## src/logic/dbx_pkg.sv

```systemverilog
// dbx_pkg: constants and carrier types for the debug exception breakpoint unit
// assumes a single core clock; all users import dbx_pkg::*
package dbx_pkg;
   localparam logic [7:0] VEC_DEBUG = 8'h01;
   localparam logic [7:0] VEC_SWBKPT = 8'h03;
   localparam logic [1:0] TYPE_EXEC = 2'h0;
   localparam logic [1:0] TYPE_WRITE = 2'h1;
   localparam logic [1:0] TYPE_IO = 2'h2;
   localparam logic [1:0] TYPE_RDWR = 2'h3;
   localparam logic [1:0] LEN_1 = 2'h0;
   localparam logic [1:0] LEN_2 = 2'h1;
   localparam logic [1:0] LEN_4 = 2'h3;
   // register offsets (word index in byte address = index*4)
   localparam logic [7:0] OFF_SLOT0 = 8'h00;
   localparam logic [7:0] OFF_SLOT1 = 8'h04;
   localparam logic [7:0] OFF_SLOT2 = 8'h08;
   localparam logic [7:0] OFF_SLOT3 = 8'h0C;
   localparam logic [7:0] OFF_STATUS = 8'h18;
   localparam logic [7:0] OFF_CONTROL = 8'h1C;
   localparam logic [7:0] OFF_FLAGS = 8'h20;
   // status field positions
   localparam int ST_REGACC = 13;
   localparam int ST_STEP = 14;
   localparam int ST_TASK = 15;
   // control field positions
   localparam int CT_GD = 13;
   localparam int CT_TYPE0 = 16;
   // flags register: resume flag position
   localparam int FL_RESUME = 16;
   localparam logic [31:0] RST_STATUS = 32'hFFFF0FF0;
   localparam logic [31:0] RST_CONTROL = 32'h00000400;
   localparam logic [31:0] RST_ZERO = 32'h00000000;

   typedef struct packed {
      logic valid;
      logic [31:0] addr;
      logic drw;   // debug register access instruction
   } dbx_fetch_t;

   typedef struct packed {
      logic valid;
      logic is_io;
      logic is_write;
      logic [31:0] addr;
      logic [2:0] size;   // bytes touched: 1, 2 or 4
   } dbx_access_t;

   typedef struct packed {
      logic valid;
      logic [7:0] vector;
      logic fault;
      logic trap;
   } dbx_exc_t;
endpackage : dbx_pkg

```

## src/logic/dbx_unit.sv

```systemverilog
// dbx_unit: breakpoint matching, fault/trap classification, status and resume flag
// assumes the pipeline presents a fetch before execution and a completed access after,
// and holds the instruction while exc.valid is raised
// Overview of operation
// - debug vector 1, software breakpoint vector 3
// - instruction and general detect are faults
// - one delivery may report fault and trap
// - type 0 slot matches executed instruction address
// - instruction hit raised before execution
// - instruction hit outranks other exceptions
// - instruction hit faults if enabled; its bit is set only when a delivery occurs
// - type 1 matches data writes, traps after
// - type 2 matches I/O accesses, traps
// - type 3 matches data reads and writes
// - protected register access sets flag, faults
// - range covers every byte of length
// - write slot ignores reads
// - unresolved instruction hit repeats on restart
// - resume flag suppresses instruction hits only
// - set resume before non-breakpoint faults
// - 32-bit return or task switch loads resume
// - restored resume skips exactly one instruction
// - flag pops and 16-bit return skip resume
// - two-bit type encoding
// - length masks low address bits
// - any touched byte in range hits
// - resume cleared after completed instruction
`timescale 1ns/100ps
module dbx_unit
   import dbx_pkg::*;
(
   input wire logic core_clk,
   input wire logic rst_n,
   input wire logic [7:0] reg_addr,
   input wire logic [31:0] reg_wdata,
   input wire logic reg_wr,
   input wire logic reg_rd,
   output logic [31:0] reg_rdata,
   input wire dbx_pkg::dbx_fetch_t fetch,
   input wire dbx_pkg::dbx_access_t access,
   input wire logic other_fault,
   input wire logic sw_bkpt,
   input wire logic retire,
   input wire logic ret32,
   input wire logic task_sw,
   input wire logic flags_pop,
   input wire logic [31:0] flags_image,
   output dbx_pkg::dbx_exc_t exc,
   output logic resume_flag,
   output logic [3:0] slot_hit_flag
);
   import dbx_pkg::*;

   logic [31:0] bkpt_addr_slot [4];
   logic [31:0] debug_status_reg;
   logic [31:0] debug_control_reg;
   logic [3:0] next_ihit;
   logic [3:0] next_dhit;
   logic next_regacc;
   logic ifault;
   logic next_fault;
   logic next_trap;

   // mask of low address bits ignored by a slot length
   function automatic logic [31:0] len_mask(input logic [1:0] len);
      unique case (len)
         LEN_2: len_mask = 32'hFFFFFFFE;
         LEN_4: len_mask = 32'hFFFFFFFC;
         default: len_mask = 32'hFFFFFFFF;
      endcase
   endfunction : len_mask

   // true when any byte of [a, a+sz) lies in the slot range
   function automatic logic range_hit(input logic [31:0] base, input logic [1:0] len,
                                      input logic [31:0] a, input logic [2:0] sz);
      logic [31:0] lo;
      logic [31:0] hi;
      logic [31:0] alast;
      lo = base & len_mask(len);
      hi = lo | ~len_mask(len);
      alast = a + {29'h0, sz} - 32'h1;
      range_hit = (a <= hi) && (alast >= lo);
   endfunction : range_hit

   function automatic logic [1:0] slot_type(input logic [31:0] c, input int n);
      slot_type = c[CT_TYPE0 + 4*n +: 2];
   endfunction : slot_type

   function automatic logic slot_en(input logic [31:0] c, input int n);
      slot_en = c[2*n] | c[2*n+1];
   endfunction : slot_en

   always_comb begin
      for (int n = 0; n < 4; n++) begin
         next_ihit[n] = fetch.valid && !resume_flag
            && slot_type(debug_control_reg, n) == TYPE_EXEC
            && fetch.addr == bkpt_addr_slot[n];
         next_dhit[n] = 1'b0;
         if (access.valid) begin
            unique case (slot_type(debug_control_reg, n))
               TYPE_WRITE: next_dhit[n] = !access.is_io && access.is_write;
               TYPE_IO: next_dhit[n] = access.is_io;
               TYPE_RDWR: next_dhit[n] = !access.is_io;
               TYPE_EXEC: next_dhit[n] = 1'b0;
            endcase
            next_dhit[n] = next_dhit[n]
               && range_hit(bkpt_addr_slot[n], debug_control_reg[CT_TYPE0+4*n+2 +: 2],
                            access.addr, access.size);
         end
      end
      next_regacc = fetch.valid && fetch.drw && debug_control_reg[CT_GD];
      ifault = 1'b0;
      next_trap = 1'b0;
      for (int n = 0; n < 4; n++) begin
         ifault |= next_ihit[n] && slot_en(debug_control_reg, n);
         next_trap |= next_dhit[n] && slot_en(debug_control_reg, n);
      end
      next_fault = ifault || next_regacc;
   end

   // exception dispatch; any debug fault or trap wins over a software breakpoint
   always_ff @(posedge core_clk or negedge rst_n) begin
      if (!rst_n) begin
         exc <= '0;
      end else begin
         exc <= '0;
         if (next_fault || next_trap) begin
            exc.valid <= 1'b1;
            exc.vector <= VEC_DEBUG;
            exc.fault <= next_fault;
            exc.trap <= next_trap;
         end else if (sw_bkpt) begin
            exc.valid <= 1'b1;
            exc.vector <= VEC_SWBKPT;
            exc.trap <= 1'b1;
         end
      end
   end

   // resume flag management
   always_ff @(posedge core_clk or negedge rst_n) begin
      if (!rst_n) begin
         resume_flag <= 1'b0;
      end else if (ret32 || task_sw) begin
         resume_flag <= flags_image[FL_RESUME];
      end else if (other_fault && !ifault) begin
         resume_flag <= 1'b1;
      end else if (next_regacc && !ifault) begin
         resume_flag <= 1'b1;
      end else if (retire && !flags_pop) begin
         resume_flag <= 1'b0;
      end else if (retire) begin
         resume_flag <= 1'b0;
      end
   end

   // breakpoint address slots
   always_ff @(posedge core_clk or negedge rst_n) begin
      if (!rst_n) begin
         for (int n = 0; n < 4; n++) begin
            bkpt_addr_slot[n] <= RST_ZERO;
         end
      end else if (reg_wr) begin
         for (int n = 0; n < 4; n++) begin
            if (reg_addr == OFF_SLOT0 + 8'(4*n)) begin
               bkpt_addr_slot[n] <= reg_wdata;
            end
         end
      end
   end

   // control; protection bit drops on entering the handler
   always_ff @(posedge core_clk or negedge rst_n) begin
      if (!rst_n) begin
         debug_control_reg <= RST_CONTROL;
      end else if (next_fault || next_trap) begin
         debug_control_reg[CT_GD] <= 1'b0;
      end else if (reg_wr && reg_addr == OFF_CONTROL) begin
         debug_control_reg <= reg_wdata;
      end
   end

   // status loads hits on a delivery, else takes a status register write; a delivery wins over a same-cycle write
   always_ff @(posedge core_clk or negedge rst_n) begin
      if (!rst_n) begin
         debug_status_reg <= RST_STATUS;
      end else if (next_fault || next_trap) begin
         debug_status_reg[3:0] <= next_ihit | next_dhit;
         debug_status_reg[ST_REGACC] <= debug_status_reg[ST_REGACC] | next_regacc;
      end else if (reg_wr && reg_addr == OFF_STATUS) begin
         debug_status_reg <= reg_wdata;
      end
   end

   always_ff @(posedge core_clk or negedge rst_n) begin
      if (!rst_n) begin
         slot_hit_flag <= 4'h0;
      end else begin
         slot_hit_flag <= debug_status_reg[3:0];
      end
   end

   always_ff @(posedge core_clk or negedge rst_n) begin
      if (!rst_n) begin
         reg_rdata <= RST_ZERO;
      end else if (reg_rd) begin
         unique case (reg_addr)
            OFF_SLOT0: reg_rdata <= bkpt_addr_slot[0];
            OFF_SLOT1: reg_rdata <= bkpt_addr_slot[1];
            OFF_SLOT2: reg_rdata <= bkpt_addr_slot[2];
            OFF_SLOT3: reg_rdata <= bkpt_addr_slot[3];
            OFF_STATUS: reg_rdata <= debug_status_reg;
            OFF_CONTROL: reg_rdata <= debug_control_reg;
            OFF_FLAGS: reg_rdata <= {15'h0, resume_flag, 16'h0};
            default: reg_rdata <= RST_ZERO;
         endcase
      end else begin
         reg_rdata <= RST_ZERO;
      end
   end
endmodule : dbx_unit

```

## config.mk

```make
export PLATFORM = sky130hd
export DESIGN_NAME = dbx_unit
export DESIGN_NICKNAME = d
export VERILOG_FILES = /design/src/logic/dbx_pkg.sv /design/src/logic/dbx_unit.sv
export SDC_FILE = /design/constraint.sdc
export NUM_CORES = 1
export LEC_CHECK = 0
export BUFFER_PORTS_ARGS = -buffer_cell sky130_fd_sc_hd__buf_2
export CAP_MARGIN = 20
export CORE_ASPECT_RATIO = 1.5
export CORE_MARGIN = 5
export CORE_UTILIZATION = 55
export CTS_CLUSTER_SIZE = 25
export DETAILED_ROUTE_END_ITERATION = 10
export GPL_ROUTABILITY_DRIVEN = 1
export GPL_TIMING_DRIVEN = 0
export PLACE_DENSITY = 0.78
export SYNTH_ARGS = -nofsm -noshare
export SYNTH_HDL_FRONTEND = slang
export SYNTH_SLANG_ARGS = --single-unit
```

## constraint.sdc

```tcl
create_clock -name core_clk -period 3.1 [get_ports core_clk]
set_clock_uncertainty 0.1 [all_clocks]
set_input_delay 0.31 -clock core_clk [delete_from_list [all_inputs] [get_ports core_clk]]
set_output_delay 0.31 -clock core_clk [all_outputs]
set_load 0.01 [all_outputs]
```

==> impl_metrics.ini <==
[critical_path]
critPathCaptureType = flip-flop
critical_path.top_delay_family = compound AO/OA/AOI/OAI gates
cell_depth_of_the_worst_setup_path = 31
worst_r2r_path_depth = 15
crit_buf_inv = 13
critPathArrivalTime_ns = 6.15
timing.critical_path.from_type = input port
crit_path_max_fanout = 10
regToRegSetupSlack_ns = -1.59
cpPeakStageDelay_ns = 0.58
timing.critical_path.required_ns = 3.42
crit-reg2reg-launch = debug_control_reg[18]$_DFFE_PN0P_
crit-reg2reg-capture = debug_status_reg[3]$_DFFE_PN0P_
setup.worst_path.class = in2reg
worst_path_most_repeated_cell = sky130_fd_sc_hd__buf_4
critPathSlowestCell = sky130_fd_sc_hd__or4b_4

[cells_and_area]
areaGrowthSynthToFinish_pct = 19.2
final_net_count = 2723
area_of_combinational_cells_with_multiple_inputs_um2 = 12400
largest_register_ffs = 128
drive_gt1_share_pct = 19.9
ff_latch_area_um2 = 5860
final_area_um2 = 22300
most_flop_heavy_register = bkpt_addr_slot
fill_cells = 2666

[timing]
rsz0062_at_grt = true
tightest_slew_ns = 1.34
max_slew_violation_count = 0
fin_ws_ns = -2.73
finalSetupViolations = 69
count_of_final_hold_check_violations = 0
max_freq_mhz = 171
maxSlewHeadroom_pct = 8.32
timing.setup.tns_ns = -178.51
timing.final.crit_period_ns = 5.83
timing.hold.ws_ns = 0.00756
final_min_period_over_clock_period_pct = 188

[route]
met3_wirelength_um = 6630
highest_metal_used = met4
drt-vias-per-instance = 6.64
met1_routed_wirelength_after_detailed_routing_um = 28100
dr.pass1.iters = 6
route.vias.total = 18100
drt_drc_violations_left = 0
routed_wirelength_normalized_by_instance_count_um = 30.9
totalWireLength_um = 84000
drtAntennaViolNets = 0
wl_met2_um = 39400
drt_iter0_drc = 2288

[floorplan]
floorplan.rows = 82
floorplan.die.height_um = 236
dieArea_um2 = 37900
die_width_um = 161
initial_core_util_pct = 55.8
design.core.area_um2 = 33500
io_pins = 202

[clocking]
cts_max_path_buffers = 3
cts.root.buffer_cell = sky130_fd_sc_hd__clkbuf_16
tritoncts = built
clock_sinks = 233
h-tree-depth = 1
clock_latency_ns = 0.56
cts-buffers-inserted = 25
cts.clk_slew.worst_paths_ns = 0.06

[logic_synthesis]
yosys-top-cells-count = sky130_fd_sc_hd__ha_1 (289), sky130_fd_sc_hd__dfrtp_1 (208), sky130_fd_sc_hd__inv_1 (174)
synth.mux.area_fraction_pct = 6.28
mapped_cell_area_um2 = 18700
synthAdderAreaFrac_pct = 19.4
yosysTopAreaCellShare_pct = 27.8
synth.area.top_cells = sky130_fd_sc_hd__dfrtp_1 (28%), sky130_fd_sc_hd__ha_1 (19%), sky130_fd_sc_hd__mux2_2 (4.6%)
ys_seq_area_share_pct = 31.3
synth_enable_flop_cells = 0
async_reset_ff_share_pct = 100
synth_seq_cells = 233
synth_compound_gate_area_share_pct = 18.9
yosysUniqueCellTypes = 73
yosys_most_used_dff = sky130_fd_sc_hd__dfrtp_1
synth.largest_area_cell = sky130_fd_sc_hd__dfrtp_1
avgSynthCellArea_um2 = 9.30
synth-simple-area-share_pct = 11.7
yosysMostFrequentCell = sky130_fd_sc_hd__ha_1
post_synth_inst_count = 2013
synth_top_family_by_area = adder cells
synth_xor_xnor_area_share_pct = 7.30
ys.warnings.count = 0

[place]
placedInstanceArea_um2 = 20300
hpwlAfterDp_um = 66500
gp_congestion = 1.07
placement.io_buffers = 159
post-place-ws_ns = -4.30

[status]
outcome = complete, but fails checks
failed_checks = negative setup slack

[worst_hold_path]
min_to = bkpt_addr_slot[113]$_DFFE_PN0P_
hold_path_class = in2reg
hold_path_depth = 3
timing.hold.worst.start = reg_wdata[17]

[global_routing]
grt_overflow_total = 0
global_route.usage.total_pct = 42.7
number_of_global_route_vias_before_repair = 18100
initial_antenna_violation_count = 3
first_pass_grt_wire_length_um = 119000
grt_start_max_net_pins = 121

[power]
power_mw = 9.82
leakage_nw = 11.2
power-per-cell-area_nw_per_um2 = 440
vdd_drop_max_v = 0.000444

[flow_run]
maxCapViolations = 0
==> area by class of cell <==
cell class	instances	share of cell area [%]
multi-input combinational	1537	55.6
sequential	233	26.2
timing repair buffer	234	7.03
clock buffer	35	3.28
inverter	174	2.99
tap	420	2.35
buffer	74	1.79
clock inverter	11	0.667
antenna	4	0.0448
==> logic make-up (layout without fill, tap and decap cells) <==
group	count (synthesis)	count (layout)
adders and majority gates	290	290
other	1	10
xor gates and xnor gates	156	156
muxes	105	105
AOI/OAI and AO/OA	545	545
buffers and inverters	248	528
DFF	233	233
and+or+nand+nor	435	435
==> worst max path at each step <==
stage	from	to	slack [ns]
6_report	access[5]	debug_control_reg[12]$_DFFE_PN0P_	-2.73
3_5_place_dp	access[4]	debug_control_reg[18]$_DFFE_PN0P_	-4.30
5_1_grt	access[5]	debug_status_reg[3]$_DFFE_PN0P_	-2.93
3_3_place_gp	access[4]	debug_control_reg[11]$_DFFE_PN0P_	-4.24
2_1_floorplan	access[4]	debug_status_reg[12]$_DFFE_PN0P_	-2.46
4_1_cts	access[4]	debug_status_reg[3]$_DFFE_PN0P_	-2.71
==> per-layer routing <==
| metal | global-route usage [%] | vias up |
|---|---|---|
| met2 | 71.0 | 1119 |
| met5 | 0 | - |
| met1 | 45.7 | 8724 |
| met3 | 7.82 | 386 |
| met4 | 39.2 | 0 |
| li1 | - | 7854 |
==> through the flow <==
step,instances,utilization (%)
after floorplan,2018,-
after detailed placement,2598,60.4
after global placement,2597,60.3
final,2722,66.6
after CTS,2708,65.8
after global routing,2720,66.6
==> cells in the final DEF (no fill, tap or decap), types with 8 or more instances in the layout <==
cell	count
sky130_fd_sc_hd__a222oi_1	27
sky130_fd_sc_hd__nor2_1	70
sky130_fd_sc_hd__dfrtp_1	208
sky130_fd_sc_hd__nand2_1	139
sky130_fd_sc_hd__nor4_1	20
sky130_fd_sc_hd__nand4_1	75
sky130_fd_sc_hd__mux2_1	13
sky130_fd_sc_hd__a21oi_1	136
sky130_fd_sc_hd__mux2_2	77
sky130_fd_sc_hd__a221oi_1	12
sky130_fd_sc_hd__or2_2	16
sky130_fd_sc_hd__nor2b_1	20
sky130_fd_sc_hd__o21ai_0	136
sky130_fd_sc_hd__a21o_1	107
sky130_fd_sc_hd__inv_1	167
sky130_fd_sc_hd__nand3_1	22
sky130_fd_sc_hd__clkbuf_16	27
sky130_fd_sc_hd__nand2b_1	18
sky130_fd_sc_hd__dfstp_2	25
sky130_fd_sc_hd__a22oi_1	24
sky130_fd_sc_hd__buf_4	42
sky130_fd_sc_hd__nor3_1	14
sky130_fd_sc_hd__ha_1	283
sky130_fd_sc_hd__o211ai_1	8
sky130_fd_sc_hd__clkbuf_1	56
sky130_fd_sc_hd__xor2_1	53
sky130_fd_sc_hd__mux2_4	10
sky130_fd_sc_hd__dlygate4sd3_1	32
sky130_fd_sc_hd__buf_2	156
sky130_fd_sc_hd__xnor2_1	94
==> tightest hold or removal path, delay by kind of cell <==
kind / cells / cell delay [ns]
AOI/OAI and AO/OA: 1 / 0.07
and+or+nand+nor: 1 / 0.06
buffers and inverters: 1 / 0.16
==> power breakdown <==
part / switching (mW) / internal (mW)
Clock: 1.34 / 1.91
Combinational: 1.90 / 1.20
Sequential: 0.248 / 3.22
==> timing repair <==
action	CTS	global route
gates resized for setup	67	27
setup buffers	33	8
endpoints found under the setup margin	77	89
pin swaps	25	19
hold buffers	32	0
hold endpoints to repair	195	0
cloned	1	2
Power figures use the tool's default switching activity.
